## config.mk

```make
export PLATFORM = sky130hd
export DESIGN_NAME = usb_out_ep_device_flat
export DESIGN_NICKNAME = d
export VERILOG_FILES = /design/src/verilog/usb_out_pkg.sv /design/src/verilog/usb_out_link_if.sv /design/src/verilog/usb_out_ep_device.sv /design/src/verilog/usb_out_fifo.sv /design/src/flat_wrapper.sv
export SDC_FILE = /design/constraint.sdc
export NUM_CORES = 1
export LEC_CHECK = 0
export BUFFER_PORTS_ARGS = -buffer_cell sky130_fd_sc_hd__clkbuf_2
export CAP_MARGIN = 20
export CELL_PAD_IN_SITES_DETAIL_PLACEMENT = 1
export CELL_PAD_IN_SITES_GLOBAL_PLACEMENT = 1
export CORE_MARGIN = 4
export CORE_UTILIZATION = 40
export CTS_BUF_LIST = sky130_fd_sc_hd__clkbuf_4
export DETAILED_ROUTE_END_ITERATION = 7
export PLACE_DENSITY_LB_ADDON = 0.05
export SYNTH_ARGS = -nofsm -noshare
export SYNTH_HDL_FRONTEND = slang
export SYNTH_SLANG_ARGS = --single-unit
```

## constraint.sdc

```tcl
create_clock -name clk_sys_i -period 3.7 [get_ports clk_sys_i]
set_clock_uncertainty 0.15 [all_clocks]
set_input_delay 0 -clock clk_sys_i [delete_from_list [all_inputs] [get_ports clk_sys_i]]
set_output_delay 0 -clock clk_sys_i [all_outputs]
set_load 0.01 [all_outputs]
```

## src/verilog/usb_out_pkg.sv

```systemverilog
package usb_out_pkg;
  // ----------------------------------------------------------------
  // register map
  // ----------------------------------------------------------------
  localparam logic [7:0] OFS_CTRL_LOW  = 8'h14;
  localparam logic [7:0] OFS_CTRL_HIGH = 8'h15;
  localparam logic [7:0] OFS_CNT_LOW   = 8'h16;
  localparam logic [7:0] OFS_CNT_HIGH  = 8'h17;
  localparam logic [7:0] REG_RESET     = 8'h00;

  // out_endpoint_control_low bit positions
  localparam int BIT_CLEAR_TOGGLE = 7;
  localparam int BIT_STALL_SENT   = 6;
  localparam int BIT_STALL_REQ    = 5;
  localparam int BIT_FLUSH        = 4;
  localparam int BIT_DATA_ERROR   = 3;
  localparam int BIT_OVERRUN      = 2;
  localparam int BIT_FIFO_FULL    = 1;
  localparam int BIT_PKT_READY    = 0;
  // out_endpoint_control_high bit positions
  localparam int BIT_DOUBLE_BUF   = 7;
  localparam int BIT_ISO          = 6;

  // ----------------------------------------------------------------
  // sizes
  // ----------------------------------------------------------------
  localparam int COUNT_W        = 10;
  localparam int BYTE_W         = 8;
  localparam int FIFO_WORD_W    = 9;
  localparam int FIFO_DEPTH_DEF = 8;
  localparam int SLOTS_MAX      = 2;

  typedef enum logic [1:0] {HS_NONE, HS_ACK, HS_NAK, HS_STALL} hs_code_e;
endpackage

```

## src/verilog/usb_out_link_if.sv

```systemverilog
`timescale 1ns/1ps
`default_nettype none
interface usb_out_link_if;
  import usb_out_pkg::*;
  logic                tok_valid;
  logic                tok_pid;
  logic                byte_valid;
  logic                byte_ready;
  logic [BYTE_W-1:0]   byte_data;
  logic                byte_last;
  logic                byte_crc_err;
  logic                hs_valid;
  hs_code_e            hs_code;

  modport device (
    input  tok_valid, tok_pid, byte_valid, byte_data, byte_last, byte_crc_err,
    output byte_ready, hs_valid, hs_code
  );
  modport host (
    output tok_valid, tok_pid, byte_valid, byte_data, byte_last, byte_crc_err,
    input  byte_ready, hs_valid, hs_code
  );
endinterface
`default_nettype wire

```

## src/verilog/usb_out_ep_device.sv

```systemverilog
// Behaviour
// RQ1 - write one clears toggle; bit reads zero
// RQ2 - stall handshake sets sticky stall-sent flag
// RQ3 - stall-request bit held by software, honoured live
// RQ4 - isochronous mode ignores stall-request
// RQ5 - flush drops head packet, clears ready
// RQ6 - flush bit self-clears; one packet per flush
// RQ7 - software avoids flushing a partly read packet
// RQ8 - isochronous crc error sets data-error flag
// RQ9 - clearing ready also clears data-error
// RQ10 - isochronous packet lost when full sets overrun
// RQ11 - full means slots used equal capacity
// RQ12 - packet available sets ready, pulses interrupt
// RQ13 - software clears ready after unloading packet
// RQ14 - double buffer bit selects one or two slots
// RQ15 - iso bit selects bulk or isochronous mode
// RQ16 - unused high control bits read zero
// RQ17 - ten bit count split low and high
// RQ18 - count trusted only while ready reads one
// RQ19 - stalling answers every out with interrupt
// RQ20 - second waiting packet re-raises ready, interrupt
// RQ21 - bad isochronous packet still loaded and flagged
// RQ22 - write zero clears sticky flags, one ignored
`timescale 1ns/1ps
`default_nettype none
module usb_out_ep_device
  import usb_out_pkg::*;
#(
  parameter int FIFO_DEPTH = FIFO_DEPTH_DEF
) (
  // clock and reset
  input  wire logic              clk_sys_i,
  input  wire logic              sys_rst_i,
  // usb link
  usb_out_link_if.device         link,
  // register port
  input  wire logic [7:0]        reg_addr_i,
  input  wire logic              reg_wr_i,
  input  wire logic [7:0]        reg_wdata_i,
  input  wire logic              reg_rd_i,
  output logic      [7:0]        reg_rdata_o,
  // fifo unload port
  output logic                   rd_valid_o,
  input  wire logic              rd_ready_i,
  output logic      [BYTE_W-1:0] rd_data_o,
  output logic                   rd_last_o,
  // endpoint interrupt
  output logic                   ep_irq_o
);
  typedef enum {L_IDLE, L_DATA, L_HS} link_state_e;
  typedef enum {D_IDLE, D_FLUSH, D_DROP} drain_state_e;
  // ----------------------------------------------------------------
  // state
  // ----------------------------------------------------------------
  link_state_e        link_state_reg;
  drain_state_e       drain_state_reg;
  logic               toggle_reg, stall_sent_reg, stall_req_reg, flush_reg, data_err_reg;
  logic               overrun_reg, ready_reg, dbl_reg, iso_reg, drop_reg;
  hs_code_e           hs_reg;
  logic [COUNT_W-1:0] cnt_reg;
  // packet slot queue, oldest at rd_slot_reg
  logic [COUNT_W-1:0] slot_cnt [SLOTS_MAX];
  logic               slot_good [SLOTS_MAX];
  logic               slot_err [SLOTS_MAX];
  logic               wr_slot_reg, rd_slot_reg;
  logic [1:0]         used_reg;
  // ----------------------------------------------------------------
  // decode and data path
  // ----------------------------------------------------------------
  logic               wr_low, wr_high, full, stall_eff, head_valid, sw_clr_ready;
  logic               flush_start, drain_last, slot_pop, slot_push, tok_take, byte_take;
  logic               ready_set, fifo_in_ready, fifo_out_valid;
  logic [FIFO_WORD_W-1:0] fifo_out;
  logic [COUNT_W-1:0] head_cnt;
  assign wr_low     = reg_wr_i && (reg_addr_i == OFS_CTRL_LOW);
  assign wr_high    = reg_wr_i && (reg_addr_i == OFS_CTRL_HIGH);
  assign full       = (used_reg >= (dbl_reg ? 2'd2 : 2'd1)); // RQ11 RQ14
  assign stall_eff  = stall_req_reg && !iso_reg; // RQ3 RQ4
  assign head_valid = (used_reg != 2'd0);
  assign sw_clr_ready = wr_low && !reg_wdata_i[BIT_PKT_READY] && ready_reg
                      && (drain_state_reg == D_IDLE) && !reg_wdata_i[BIT_FLUSH];
  assign flush_start  = wr_low && reg_wdata_i[BIT_FLUSH] && head_valid
                      && (drain_state_reg == D_IDLE);
  assign drain_last = (drain_state_reg != D_IDLE) && fifo_out_valid
                    && fifo_out[FIFO_WORD_W-1];
  assign slot_pop   = sw_clr_ready || drain_last;
  assign tok_take   = (link_state_reg == L_IDLE) && link.tok_valid;
  assign byte_take  = (link_state_reg == L_DATA) && link.byte_valid && link.byte_ready;
  assign slot_push  = byte_take && link.byte_last && !drop_reg;
  // a flush in the cycle a packet comes up wins, so ready never outlives it
  assign ready_set  = (drain_state_reg == D_IDLE) && head_valid && !flush_start
                    && slot_good[rd_slot_reg] && !ready_reg; // RQ12 RQ20
  // discarded packets are still consumed so the host never hangs
  assign link.byte_ready = (link_state_reg == L_DATA) && (drop_reg || fifo_in_ready);
  assign link.hs_valid   = (link_state_reg == L_HS);
  assign link.hs_code    = hs_reg;
  assign rd_valid_o      = fifo_out_valid && (drain_state_reg == D_IDLE);
  assign rd_data_o       = fifo_out[BYTE_W-1:0];
  assign rd_last_o       = fifo_out[FIFO_WORD_W-1];
  usb_out_fifo #(
    .WIDTH (FIFO_WORD_W),
    .DEPTH (FIFO_DEPTH)
  ) u_fifo (
    .clk_sys_i   (clk_sys_i),
    .sys_rst_i   (sys_rst_i),
    .in_valid_i  ((link_state_reg == L_DATA) && link.byte_valid && !drop_reg),
    .in_ready_o  (fifo_in_ready),
    .in_data_i   ({link.byte_last, link.byte_data}),
    .out_valid_o (fifo_out_valid),
    .out_ready_i ((drain_state_reg != D_IDLE) || rd_ready_i),
    .out_data_o  (fifo_out)
  );
  // ----------------------------------------------------------------
  // link side: token, data, handshake
  // ----------------------------------------------------------------
  always_ff @(posedge clk_sys_i) begin
    if (sys_rst_i) begin
      link_state_reg <= L_IDLE;
      drop_reg       <= 1'b0;
      hs_reg         <= HS_NONE;
      cnt_reg        <= '0;
    end else begin
      case (link_state_reg)
        L_IDLE: begin
          if (tok_take) begin
            link_state_reg <= L_DATA;
            cnt_reg        <= '0;
            if (iso_reg) begin
              drop_reg <= full; // RQ10
              hs_reg   <= HS_NONE;
            end else if (stall_eff) begin
              drop_reg <= 1'b1; // RQ19
              hs_reg   <= HS_STALL;
            end else if (full) begin
              drop_reg <= 1'b1;
              hs_reg   <= HS_NAK;
            end else begin
              // a repeated packet is acknowledged but not stored
              drop_reg <= (link.tok_pid != toggle_reg);
              hs_reg   <= HS_ACK;
            end
          end
        end
        L_DATA: begin
          if (byte_take) begin
            cnt_reg <= cnt_reg + 1'b1;
            if (link.byte_last) begin
              link_state_reg <= L_HS;
              if (!iso_reg && !drop_reg && link.byte_crc_err) begin
                hs_reg <= HS_NONE;
              end
            end
          end
        end
        default: link_state_reg <= L_IDLE;
      endcase
    end
  end
  // ----------------------------------------------------------------
  // packet slots and drain engine
  // ----------------------------------------------------------------
  always_ff @(posedge clk_sys_i) begin
    if (slot_push) begin
      slot_cnt[wr_slot_reg]  <= cnt_reg + 1'b1; // RQ17
      slot_good[wr_slot_reg] <= iso_reg || !link.byte_crc_err; // RQ21
      slot_err[wr_slot_reg]  <= iso_reg && link.byte_crc_err; // RQ8
    end
  end
  always_ff @(posedge clk_sys_i) begin
    if (sys_rst_i) begin
      wr_slot_reg     <= 1'b0;
      rd_slot_reg     <= 1'b0;
      used_reg        <= 2'd0;
      drain_state_reg <= D_IDLE;
      flush_reg       <= 1'b0;
    end else begin
      if (slot_push) wr_slot_reg <= ~wr_slot_reg;
      if (slot_pop) rd_slot_reg <= ~rd_slot_reg;
      used_reg <= used_reg + {1'b0, slot_push} - {1'b0, slot_pop};
      case (drain_state_reg)
        D_IDLE: begin
          if (flush_start) begin
            drain_state_reg <= D_FLUSH; // RQ5
            flush_reg       <= 1'b1;
          end else if (head_valid && !slot_good[rd_slot_reg]) begin
            drain_state_reg <= D_DROP;
          end
        end
        default: begin
          if (drain_last) begin
            drain_state_reg <= D_IDLE;
            flush_reg       <= 1'b0; // RQ6
          end
        end
      endcase
    end
  end
  // ----------------------------------------------------------------
  // status flags, interrupt and register read
  // ----------------------------------------------------------------
  always_ff @(posedge clk_sys_i) begin
    if (sys_rst_i) begin
      ready_reg    <= 1'b0;
      data_err_reg <= 1'b0;
      ep_irq_o     <= 1'b0;
    end else begin
      ep_irq_o <= ready_set
               || (tok_take && iso_reg && full)
               || (link.hs_valid && (hs_reg == HS_STALL)); // RQ19
      if (ready_set) begin
        ready_reg    <= 1'b1; // RQ12
        data_err_reg <= slot_err[rd_slot_reg];
      end else if (sw_clr_ready || flush_start) begin
        ready_reg    <= 1'b0; // RQ13 RQ5
        data_err_reg <= 1'b0; // RQ9
      end
    end
  end
  always_ff @(posedge clk_sys_i) begin
    if (sys_rst_i) begin
      stall_sent_reg <= 1'b0;
      overrun_reg    <= 1'b0;
      stall_req_reg  <= 1'b0;
      toggle_reg     <= 1'b0;
      dbl_reg        <= 1'b0;
      iso_reg        <= 1'b0;
    end else begin
      // a hardware set in the same cycle as a clear wins
      if (link.hs_valid && (hs_reg == HS_STALL)) begin
        stall_sent_reg <= 1'b1; // RQ2
      end else if (wr_low && !reg_wdata_i[BIT_STALL_SENT]) begin
        stall_sent_reg <= 1'b0; // RQ22
      end
      if (tok_take && iso_reg && full) begin
        overrun_reg <= 1'b1; // RQ10
      end else if (wr_low && !reg_wdata_i[BIT_OVERRUN]) begin
        overrun_reg <= 1'b0; // RQ22
      end
      if (wr_low) stall_req_reg <= reg_wdata_i[BIT_STALL_REQ]; // RQ3
      if (wr_low && reg_wdata_i[BIT_CLEAR_TOGGLE]) begin
        toggle_reg <= 1'b0; // RQ1
      end else if (slot_push && !iso_reg && !link.byte_crc_err) begin
        toggle_reg <= ~toggle_reg;
      end
      if (wr_high) begin
        dbl_reg <= reg_wdata_i[BIT_DOUBLE_BUF]; // RQ14
        iso_reg <= reg_wdata_i[BIT_ISO]; // RQ15
      end
    end
  end
  assign head_cnt = head_valid ? slot_cnt[rd_slot_reg] : '0;
  always_ff @(posedge clk_sys_i) begin
    if (sys_rst_i) begin
      reg_rdata_o <= REG_RESET;
    end else if (reg_rd_i) begin
      if (reg_addr_i == OFS_CTRL_LOW) begin
        reg_rdata_o <= {1'b0, stall_sent_reg, stall_req_reg, flush_reg, // RQ1
                        data_err_reg, overrun_reg, full, ready_reg};
      end else if (reg_addr_i == OFS_CTRL_HIGH) begin
        reg_rdata_o <= {dbl_reg, iso_reg, 6'h00}; // RQ16
      end else if (reg_addr_i == OFS_CNT_LOW) begin
        reg_rdata_o <= head_cnt[7:0]; // RQ17
      end else if (reg_addr_i == OFS_CNT_HIGH) begin
        reg_rdata_o <= {6'h00, head_cnt[9:8]}; // RQ17
      end else begin
        reg_rdata_o <= REG_RESET;
      end
    end
  end
endmodule
`default_nettype wire

```

## src/verilog/usb_out_fifo.sv

```systemverilog
`timescale 1ns/1ps
`default_nettype none
module usb_out_fifo #(
  parameter int WIDTH = 9,
  parameter int DEPTH = 8
) (
  // clock and reset
  input  wire logic             clk_sys_i,
  input  wire logic             sys_rst_i,
  // fill side
  input  wire logic             in_valid_i,
  output logic                  in_ready_o,
  input  wire logic [WIDTH-1:0] in_data_i,
  // drain side
  output logic                  out_valid_o,
  input  wire logic             out_ready_i,
  output logic      [WIDTH-1:0] out_data_o
);
  localparam int AW = $clog2(DEPTH);

  // refused at elaboration: the pointer wrap relies on a power-of-two depth
  if (DEPTH < 2 || (1 << AW) != DEPTH || WIDTH < 1) begin : g_bad_size
    $error("fifo depth must be a power of two of at least 2");
  end

  logic [WIDTH-1:0] mem [DEPTH];
  logic [AW:0]      wr_ptr_reg;
  logic [AW:0]      rd_ptr_reg;
  logic             push;
  logic             pop;

  assign out_valid_o = (wr_ptr_reg != rd_ptr_reg);
  assign in_ready_o  = (wr_ptr_reg[AW-1:0] != rd_ptr_reg[AW-1:0])
                     || (wr_ptr_reg[AW] == rd_ptr_reg[AW]);
  assign push        = in_valid_i && in_ready_o;
  assign pop         = out_valid_o && out_ready_i;
  assign out_data_o  = mem[rd_ptr_reg[AW-1:0]];

  always_ff @(posedge clk_sys_i) begin
    if (push) begin
      mem[wr_ptr_reg[AW-1:0]] <= in_data_i;
    end
  end

  always_ff @(posedge clk_sys_i) begin
    if (sys_rst_i) begin
      wr_ptr_reg <= '0;
      rd_ptr_reg <= '0;
    end else begin
      if (push) begin
        wr_ptr_reg <= wr_ptr_reg + 1'b1;
      end
      if (pop) begin
        rd_ptr_reg <= rd_ptr_reg + 1'b1;
      end
    end
  end
endmodule
`default_nettype wire

```

## src/flat_wrapper.sv

```systemverilog
// flat-port wrapper written by rule: the top's interface ports become plain ports
module usb_out_ep_device_flat import usb_out_pkg::*;
#(
  parameter int FIFO_DEPTH = FIFO_DEPTH_DEF
)
  (clk_sys_i, sys_rst_i, reg_addr_i, reg_wr_i, reg_wdata_i, reg_rd_i, reg_rdata_o, rd_valid_o, rd_ready_i, rd_data_o, rd_last_o, ep_irq_o, link_tok_valid, link_tok_pid, link_byte_valid, link_byte_data, link_byte_last, link_byte_crc_err, link_byte_ready, link_hs_valid, link_hs_code);
  usb_out_link_if link_i ();
  input  wire logic clk_sys_i;
  input  wire logic sys_rst_i;
  input  wire logic [7:0] reg_addr_i;
  input  wire logic reg_wr_i;
  input  wire logic [7:0] reg_wdata_i;
  input  wire logic reg_rd_i;
  output logic      [7:0] reg_rdata_o;
  output logic rd_valid_o;
  input  wire logic rd_ready_i;
  output logic      [BYTE_W-1:0] rd_data_o;
  output logic rd_last_o;
  output logic ep_irq_o;
  input wire logic [$bits(link_i.tok_valid)-1:0] link_tok_valid;
  input wire logic [$bits(link_i.tok_pid)-1:0] link_tok_pid;
  input wire logic [$bits(link_i.byte_valid)-1:0] link_byte_valid;
  input wire logic [$bits(link_i.byte_data)-1:0] link_byte_data;
  input wire logic [$bits(link_i.byte_last)-1:0] link_byte_last;
  input wire logic [$bits(link_i.byte_crc_err)-1:0] link_byte_crc_err;
  output wire logic [$bits(link_i.byte_ready)-1:0] link_byte_ready;
  output wire logic [$bits(link_i.hs_valid)-1:0] link_hs_valid;
  output wire logic [$bits(link_i.hs_code)-1:0] link_hs_code;
  assign link_i.tok_valid = link_tok_valid;
  assign link_i.tok_pid = link_tok_pid;
  assign link_i.byte_valid = link_byte_valid;
  assign link_i.byte_data = link_byte_data;
  assign link_i.byte_last = link_byte_last;
  assign link_i.byte_crc_err = link_byte_crc_err;
  assign link_byte_ready = link_i.byte_ready;
  assign link_hs_valid = link_i.hs_valid;
  assign link_hs_code = link_i.hs_code;
  usb_out_ep_device #(.FIFO_DEPTH(FIFO_DEPTH)) u_core (.clk_sys_i(clk_sys_i), .sys_rst_i(sys_rst_i), .link(link_i), .reg_addr_i(reg_addr_i), .reg_wr_i(reg_wr_i), .reg_wdata_i(reg_wdata_i), .reg_rd_i(reg_rd_i), .reg_rdata_o(reg_rdata_o), .rd_valid_o(rd_valid_o), .rd_ready_i(rd_ready_i), .rd_data_o(rd_data_o), .rd_last_o(rd_last_o), .ep_irq_o(ep_irq_o));
endmodule
```

==> metrics.md, run 1 <==
| Metric | Value |
|---|---|
| WS Path Type | input pin to flip-flop |
| First-pass GRT wire length | 23300 um |
| Clock tree buffer depth | 2 |
| LEAKAGE | 2.65 nW |
| Max FFs per register | 72 |
| Worst hold path type | input pin to flip-flop |
| Layout cell share with drive strength beyond 1 | 0.241 |
| Final Power | 3.12 mW |
| Fin crit period | 2.96 ns |
| Dpl ws | 1.05 ns |
| Clk root buf | clkbuf_4 |
| Wirelength per Cell | 18.0 um |
| Worst path cell trace | dlygate4sd3_1, clkbuf_2, nor4b_2, dlygate4sd3_1, and2_1, nand3_1, dlygate4sd3_1, mux2i_1, nor2_1, dlygate4sd3_1 |
| Hold violation count in the final report | 0 |
| Count of final setup violators | 0 |
| Remaining routing DRC violations | 0 |
| Startpoint Class | input pin |
| Worst Path Arrival | 3.25 ns |
| Setup bufs post-CTS | 0 |
| Fmax | 338 MHz |
| Ys flop type | edfxtp_1 |
| Die area | 17700 um^2 |
| Period Utilization, post-route | 0.800 |
| Critical path required time | 3.99 ns |
| Largest net degree at the start of global routing | 41 |
| Drt via density | 5.06 |
| End of the worst register-to-register path | u_core.used_reg[1] |
| TritonCTS Buffers | 17 |
| Crit Path Max Fanout | 5 |
| Core area | 15300 um^2 |
| Htree depth | 4 |
| Grt ovf | 0 |
| Routed via count | 4053 |
| Worst r2r path cells | 8 |
| Post-synthesis cell type count | 54 |
| GP Congestion | 0.755 |
| Detailed router's first-iteration violation count | 222 |
| Syn_area_per_cell | 13.5 um^2 |
| Post-synthesis sequential area ratio | 0.623 |
| Num ports | 57 |
| TritonRoute pass-1 iters | 4 |
| Nets | 616 |
| Actual slew at the worst max-slew pin | 0.675 ns |
| Post-Route WL | 14400 um |
| Crit-path max cell delay | 0.61 ns |
| Finished Layout Cells | 801 |
| Final worst setup slack | 0.740 ns |
| Relative slew slack | 0.547 |
| Fin Setup TNS | 0 ns |
| Synth Register Bits | 147 |
| CTS tree | done |
| Die W | 133 um |
| Setup crit end kind | flip-flop |
| Worst R2R Setup Slack | 1.09 ns |
| Maxcap violations | 0 |
| Post-route ant nets | 0 |
| Clock Latency Late Sink | 0.56 ns |
| Vias in the first global route | 4309 |
| Status | finished clean |
| Area growth, synth to finish | 20.7% |
| Cell Rows | 45 |
| Pwr Density | 412 nW/um^2 |
| Synth warn | 0 |
| FFs w/ async S/R, synth | 0 |
| Synthesized instance count | 465 |
| CP dominant cell by count | dlygate4sd3_1 |
| Clk slew on worst S/H paths | 0.14 ns |
| Peak supply drop | 0.196 mV |
| EDFF count, synth | 96 |
| Final Max Slew Viols | 0 |
| Total clock sinks | 147 |
| Vert. Die Dim | 133 um |
| Synth Cell Area | 6270 um^2 |
| Min-Delay Path Depth | 2 |
| I/O Buffers | 54 |
| CP max stage cell | dlygate4sd3_1 |
| GRT Total Usage | 0.170 |
| Initial antenna violation count | 1 |
| Crit path launch | reg_addr_i[7] |
| CP endpoint | u_core.dbl_reg |
| Hpwl dp | 10100 um |
| Initial core utilization | 0.411 |
| Mapped Nets | 505 |
| Placed Instances | 721 |
| RSZ-0062 raised after global routing | false |
-- cell usage after synthesis (3+ instances only) --
cell type / n / area (um^2)
nand2b_1: 16 / 100
dfxtp_1: 51 / 1020
nand3b_1: 3 / 22.5
nand3_1: 18 / 90.1
nor2_1: 30 / 113
mux2_2: 8 / 90.1
mux4_2: 20 / 450
a31oi_1: 3 / 18.8
mux2i_1: 11 / 110
xor2_1: 7 / 61.3
nor2b_1: 9 / 56.3
ha_1: 6 / 75.1
o21ai_0: 19 / 95.1
o22ai_1: 4 / 25.0
nor3_1: 6 / 30.0
edfxtp_1: 96 / 2880
inv_1: 15 / 56.3
nand4_1: 5 / 31.3
a21o_1: 5 / 37.5
or3_1: 3 / 18.8
a21oi_1: 28 / 140
and2_1: 5 / 31.3
o31ai_2: 5 / 62.6
xnor2_1: 16 / 140
clkbuf_1: 9 / 33.8
nor4_1: 3 / 18.8
buf_1: 3 / 11.3
nand2_1: 19 / 71.3
and3_1: 8 / 50.1
buf_2: 5 / 25.0
-- per-stage QoR --
step | cell area [um^2] | hold WS (ns) | util
global placement | 6800 | 0.0909 | 0.445
CTS | 7570 | 0.0635 | 0.496
floorplan | 6270 | -0.0525 | -
global route | 7570 | 0.0715 | 0.496
detailed placement | 6800 | 0.0951 | 0.445
finish | 7570 | 0.112 | 0.496
-- routing by layer --
layer  vias to the layer above  global-route usage  wire length (um)
met5                         -                   0                 0
met4                         0              0.0674               280
met3                        22              0.0344               483
met2                        62               0.257              6720
met1                      2008               0.240              6950
li1                       1961                   -                 -
-- layout make-up --
| type | count | area, um^2 |
|---|---|---|
| fillers | 1597 | 7690 |
| flip-flops and latches | 147 | 3900 |
| multi-input cells | 281 | 2200 |
| repair buffers | 114 | 838 |
| well taps | 211 | 264 |
| clock inverters | 15 | 171 |
| clock buffers | 17 | 128 |
| inverters | 15 | 56.3 |
| diodes | 1 | 2.50 |
-- timing repair --
item	4_1_cts	5_1_grt
gates resized for setup	0	0
hold buffers	47	0
hold endpoints to repair	121	0
-- kinds of logic after synthesis --
family,synth area share
xor gates and xnor gates,0.0347
and+or+nand+nor,0.119
buffers and inverters,0.0269
DFF,0.623
AOI/OAI and AO/OA,0.0780
muxes,0.107
adders and majority gates,0.0120
-- critical path, delay by kind of cell --
kind                   cells  cell delay, ns
and+or+nand+nor            4            0.69
muxes                      1            0.15
buffers and inverters      5            2.42
-- how the worst min path moves through the flow --
| stage | end | slack [ns] | from |
|---|---|---|---|
| after floorplan | u_core.toggle_reg | -0.05 | reg_wdata_i[7] |
| after global placement | u_core.toggle_reg | 0.09 | reg_wdata_i[7] |
| after detailed placement | u_core.stall_req_reg | 0.1 | reg_wdata_i[5] |
| after CTS | u_core.u_fifo.mem[4][6] | 0.06 | link_byte_data[6] |
| after global routing | u_core.u_fifo.mem[3][7] | 0.07 | link_byte_data[7] |
| final | u_core.u_fifo.mem[4][6] | 0.11 | link_byte_data[6] |
-- where the power goes --
part	leakage, nW	internal, mW	switching, mW
clock	0.156	0.422	0.627
sequential	1.26	1.76	0.0218
combinational	1.24	0.137	0.148
total	2.65	2.32	0.797
-- layout by cell type, fill, tap and decap left out, types with 3 or more instances in the layout --
| cell | netlist | layout |
|---|---|---|
| a31oi_1 | 3 | 3 |
| o21ai_0 | 19 | 19 |
| nor3_1 | 6 | 6 |
| mux2i_1 | 11 | 11 |
| o22ai_1 | 4 | 4 |
| nor2b_1 | 9 | 9 |
| clkbuf_2 | 1 | 54 |
| nand2b_1 | 16 | 16 |
| dlygate4sd3_1 | 0 | 47 |
| ha_1 | 6 | 6 |
| nand3b_1 | 3 | 3 |
| nand2_1 | 19 | 19 |
| inv_8 | 0 | 4 |
| and2_1 | 5 | 5 |
| xnor2_1 | 16 | 16 |
| nand3_1 | 18 | 18 |
| o31ai_2 | 5 | 5 |
| or3_1 | 3 | 3 |
| inv_6 | 0 | 3 |
| a21o_1 | 5 | 5 |
| xor2_1 | 7 | 7 |
| nor2_1 | 30 | 30 |
| a21oi_1 | 28 | 28 |
| inv_1 | 15 | 15 |
| edfxtp_1 | 96 | 96 |
| mux2_2 | 8 | 8 |
| dfxtp_1 | 51 | 51 |
| buf_4 | 2 | 13 |
| mux4_2 | 20 | 20 |
| nand4_1 | 5 | 5 |
| clkbuf_4 | 0 | 17 |
| and3_1 | 8 | 8 |
No activity file was read; power rests on OpenSTA's default activity.
==> run 2: changes to the inputs <==
==> constraint.sdc (replaced) <==
create_clock -name clk_sys_i -period 2.5 [get_ports clk_sys_i]
set_clock_uncertainty 0.15 [all_clocks]
set_input_delay 0 -clock clk_sys_i [delete_from_list [all_inputs] [get_ports clk_sys_i]]
set_output_delay 0 -clock clk_sys_i [all_outputs]
set_load 0.01 [all_outputs]
==> run 2 against run 1 <==
  * Worst setup slack worse by 0.67 ns
  * Largest cell class unchanged
  * Largest power group unchanged
  * First-iteration DRC count fell by 4.1%
  * Register-to-register slack got worse by 0.95 ns
  * Hold slack lost 0.050 ns
  * Critical endpoint is now u_core.stall_req_reg
  * Power is 51% higher
  * Die area stayed put
  * Global-route usage rose by 0.48 points
  * Utilization grew 0.54 points
  * Sequential share of layout area is 0.54 points lower
==> metrics.md, run 2 (synthesis gave the netlist of run 1 again) <==
| Metric | Value |
|---|---|
| Status | finished clean |
| Final Power | 4.70 mW |
| Worst Path Arrival | 2.80 ns |
| CP max stage cell | dlygate4sd3_1 |
| LEAKAGE | 2.69 nW |
| Htree depth | 4 |
| I/O Buffers | 54 |
| First-pass GRT wire length | 23900 um |
| Drt via density | 5.04 |
| Layout cell share with drive strength beyond 1 | 0.263 |
| Crit-path max cell delay | 0.56 ns |
| Post-route ant nets | 0 |
| Routed via count | 4075 |
| Total clock sinks | 147 |
| Count of final setup violators | 0 |
| Die W | 133 um |
| GRT Total Usage | 0.174 |
| Num ports | 57 |
| Post-Route WL | 14700 um |
| Cell Rows | 45 |
| Largest net degree at the start of global routing | 25 |
| Hpwl dp | 10100 um |
| Clk root buf | clkbuf_4 |
| TritonRoute pass-1 iters | 4 |
| Final worst setup slack | 0.0658 ns |
| Worst hold path type | input pin to flip-flop |
| Largest delay share family, worst path | buffers and inverters |
| Most common cell after layout, fill and taps aside | edfxtp_1 |
| Detailed router's first-iteration violation count | 213 |
| Relative slew slack | 0.608 |
| Vias in the first global route | 4355 |
| Period Utilization, post-route | 0.974 |
| CP Buf/Inv Count | 4 |
| WS Path Type | input pin to flip-flop |
| Placed Instances | 729 |
| Maxcap violations | 0 |
| Hold violation count in the final report | 0 |
| Design area | 7650 um^2 |
| Remaining routing DRC violations | 0 |
| Wirelength per Cell | 18.2 um |
| Crit Path Max Fanout | 6 |
| Most frequent cells in the layout | edfxtp_1, clkbuf_2, dfxtp_1 |
| Fmax | 411 MHz |
| Area growth, synth to finish | 22.0% |
| CP dominant cell by count | dlygate4sd3_1 |
| Nets | 624 |
| Clock Latency Late Sink | 0.56 ns |
| Setup crit end kind | flip-flop |
| Pwr Density | 614 nW/um^2 |
| Core area | 15300 um^2 |
| Initial core utilization | 0.411 |
| # diodes | 0 |
| CTS tree | done |
| TritonCTS Buffers | 17 |
| Dpl ws | 0.103 ns |
| Grt ovf | 0 |
| Vert. Die Dim | 133 um |
| Critical path required time | 2.86 ns |
| Area after DPL | 6860 um^2 |
| Max FFs per register | 72 |
| Peak supply drop | 0.537 mV |
| Worst R2R Setup Slack | 0.14 ns |
| Actual slew at the worst max-slew pin | 0.584 ns |
| Hold WS | 0.0625 ns |
| GP Congestion | 0.735 |
| Finished Layout Cells | 808 |
| Clk slew on worst S/H paths | 0.14 ns |
| Fin crit period | 2.43 ns |
| Worst path cell trace | dlygate4sd3_1, clkbuf_2, nor4b_4, and2_2, and3_1, nand2_1, dlygate4sd3_1, a21oi_1, dlygate4sd3_1 |
| RSZ-0062 raised after global routing | false |
| Final Max Slew Viols | 0 |
| Clock tree buffer depth | 2 |
| Final Util | 0.501 |
| Fin Setup TNS | 0 ns |
| Startpoint Class | input pin |
| Die area | 17700 um^2 |
| Initial antenna violation count | 0 |
run 2: cell types whose count changed in the layout (fill, tap and decap cells not counted), sizes merged:
cell	delta
dlygate4sd3	-3
diode	-1
bufinv	+1
clkinvlp	+3
buf	+11
inv	-4
run 2: worst paths after layout:
path	start	endpoint	cells past startpoint
max	reg_addr_i[7]	u_core.stall_req_reg	9
min	reg_wdata_i[7]	u_core.toggle_reg	3
max reg2reg	flip-flop	u_core.used_reg[1]	8
min reg2reg	u_core.flush_reg	u_core.flush_reg	2
run 2: layer usage:
| layer | global-route usage | vias up | wire (um) |
|---|---|---|---|
| met3 | 0.0397 | 14 | 488 |
| li1 | - | 1971 | - |
| met1 | 0.259 | 2022 | 7520 |
| met2 | 0.259 | 68 | 6560 |
| met5 | 0 | - | 0 |
| met4 | 0.0463 | 0 | 154 |
run 2: layout make-up:
cell class / instances / area [um^2]
Inverter: 15 / 56.3
Sequential cell: 147 / 3910
Tap cell: 211 / 264
Fill cell: 1588 / 7610
Multi-Input combinational cell: 281 / 2220
Clock buffer: 17 / 128
Clock inverter: 15 / 180
Timing Repair Buffer: 122 / 898
run 2: where the power goes:
group | switching [mW] | total, mW | leakage [nW] | internal, mW
Sequential | 0.0298 | 2.64 | 1.26 | 2.61
Combinational | 0.227 | 0.446 | 1.29 | 0.219
Clock | 0.918 | 1.62 | 0.149 | 0.698
Total | 1.18 | 4.70 | 2.69 | 3.53
run 2: what timing repair did:
item                       4_1_cts  5_1_grt
buffers inserted                 0        3
hold buffers                    44        0
setup endpoints to repair        8       38
gates resized for setup          1        4
pin swaps                        0        0
hold endpoints to repair       119        0
run 2: worst register-to-register path: cells and delay by family (launching register included):
family | cells | cell delay (ns)
multiplexers | 2 | 0.77
XOR/XNOR | 2 | 0.36
flip-flops | 1 | 0.41
adder cells (fa/ha/maj) | 1 | 0.19
AND/OR/NAND/NOR | 2 | 0.23
AO/OA/AOI/OAI | 1 | 0.15
==> run 3: changes to the inputs <==
--- a/config.mk
+++ b/config.mk
@@ -10,7 +10,7 @@
 export CELL_PAD_IN_SITES_DETAIL_PLACEMENT = 1
 export CELL_PAD_IN_SITES_GLOBAL_PLACEMENT = 1
 export CORE_MARGIN = 4
-export CORE_UTILIZATION = 40
+export CORE_UTILIZATION = 46
 export CTS_BUF_LIST = sky130_fd_sc_hd__clkbuf_4
 export DETAILED_ROUTE_END_ITERATION = 7
 export PLACE_DENSITY_LB_ADDON = 0.05
==> run 3 against run 2 <==
  * Hold slack better by 0.020 ns
  * Utilization is 7.5 points higher
  * Register-to-register slack worse by 0.02 ns
  * Fmax is 1.4% lower
  * Largest cell class unchanged
==> metrics.md, run 3 (synthesis gave the netlist of run 1 again) <==
| Metric | Value |
|---|---|
| Status | finished clean |
| Htree depth | 4 |
| Period Utilization, post-route | 0.987 |
| Grt ovf | 0 |
| Die W | 125 um |
| Clock Latency Late Sink | 0.55 ns |
| Die area | 15600 um^2 |
| Initial antenna violation count | 1 |
| Post-route ant nets | 0 |
| Relative slew slack | 0.610 |
| Fmax | 405 MHz |
| Layout cell share with drive strength beyond 1 | 0.272 |
| Area growth, synth to finish | 22.3% |
| WS Path Type | input pin to flip-flop |
| Final worst setup slack | 0.0314 ns |
| Pwr Density | 612 nW/um^2 |
| Final Power | 4.69 mW |
| Peak supply drop | 0.242 mV |
| Total clock sinks | 147 |
| GP Congestion | 0.784 |
| Vias in the first global route | 4473 |
| Clk slew on worst S/H paths | 0.12 ns |
| Wirelength per Cell | 18.9 um |
| LEAKAGE | 2.75 nW |
| Count of final setup violators | 0 |
| Worst Path Arrival | 2.76 ns |
| Hold violation count in the final report | 0 |
| Maxcap violations | 0 |
| Largest net degree at the start of global routing | 41 |
| Core area | 13300 um^2 |
| Worst hold path type | input pin to flip-flop |
| I/O Buffers | 54 |
| Crit Path Max Fanout | 8 |
| Num ports | 57 |
| GRT Total Usage | 0.202 |
| Dpl ws | 0.0693 ns |
| Drt via density | 5.32 |
| Detailed router's first-iteration violation count | 230 |
| Hold WS | 0.0826 ns |
| TritonRoute pass-1 iters | 4 |
| Final Util | 0.577 |
| Clk root buf | clkbuf_4 |
| Routed via count | 4146 |
| Max FFs per register | 72 |
| Most frequent cells in the layout | edfxtp_1, clkbuf_2, dfxtp_1 |
| Post-Route WL | 14700 um |
| Critical path required time | 2.80 ns |
| Final Max Slew Viols | 0 |
| Hpwl dp | 10100 um |
| Cell Rows | 42 |
| Initial core utilization | 0.472 |
| Remaining routing DRC violations | 0 |
| Placed Instances | 697 |
| Nets | 630 |
| Finished Layout Cells | 780 |
| First-pass GRT wire length | 24300 um |
| # fillers | 1339 |
| Clock tree buffer depth | 2 |
| Vert. Die Dim | 125 um |
| Fin crit period | 2.47 ns |
| TritonCTS Buffers | 17 |
| CTS tree | done |
| Most common cell after layout, fill and taps aside | edfxtp_1 |
| Startpoint Class | input pin |
| Actual slew at the worst max-slew pin | 0.581 ns |
| Setup crit end kind | flip-flop |
==> run 3: changes by cell type in the layout (fill, tap and decap cells not counted), sizes merged <==
cell | previous run | this run
buf | 24 | 28
clkinvlp | 5 | 3
diode | 0 | 1
dlygate4sd3 | 44 | 46
inv | 18 | 20
==> run 3: where the power goes <==
group	switching, mW	internal, mW
clock	0.893	0.701
combinational	0.237	0.222
sequential	0.0279	2.61
==> run 3: per-layer routing <==
metal  GRT usage  vias up  share of wire
met5           0        -              0
met4      0.0690        0          0.017
met3      0.0493       19          0.036
met2       0.311       65           0.47
met1       0.282     2073           0.48
li1            -     1989              -
==> run 3: critical path: stages <==
cell and delay, ns:
dlygate4sd3_1 0.54, clkbuf_2 0.14, buf_4 0.18, nor2_2 0.18, nand4_1 0.26, o21ai_0 0.23
dlygate4sd3_1 0.59, a21oi_1 0.07, dlygate4sd3_1 0.57
==> run 3: final cells by class <==
class | count | area (um^2) | area share
Sequential cell | 147 | 3910 | 0.510
Multi-Input combinational cell | 281 | 2240 | 0.292
Timing Repair Buffer | 128 | 941 | 0.123
Tap cell | 176 | 220 | 0.0287
Clock inverter | 15 | 178 | 0.0232
Clock buffer | 17 | 128 | 0.0166
Inverter | 15 | 56.3 | 0.00734
Antenna cell | 1 | 2.50 | 0.000326
==> run 3: stage by stage <==
| stage | instance area, um^2 | setup TNS [ns] |
|---|---|---|
| global route | 7670 | -0.0227 |
| finish | 7670 | 0 |
| detailed placement | 6840 | 0 |
| floorplan | 6280 | -0.626 |
| global placement | 6840 | 0 |
| CTS | 7610 | 0 |
==> run 3: timing repair <==
action / in CTS / in global routing
hold endpoints to repair: 121 / 0
endpoints found under the setup margin: 0 / 14
buffers inserted: 0 / 4
hold buffers: 46 / 0
gates resized for setup: 0 / 7
==> run 3: path summary, 6_finish.rpt <==
path | to | from | slack, ns | cells past startpoint
setup / recovery | u_core.overrun_reg | reg_addr_i[0] | 0.03 | 9
setup reg to reg | flip-flop | flip-flop | 0.12 | 6
hold reg to reg | u_core.reg_rdata_o[5] | u_core.reg_rdata_o[5] | 0.33 | 2
hold / removal | u_core.data_err_reg | reg_addr_i[4] | 0.08 | 6
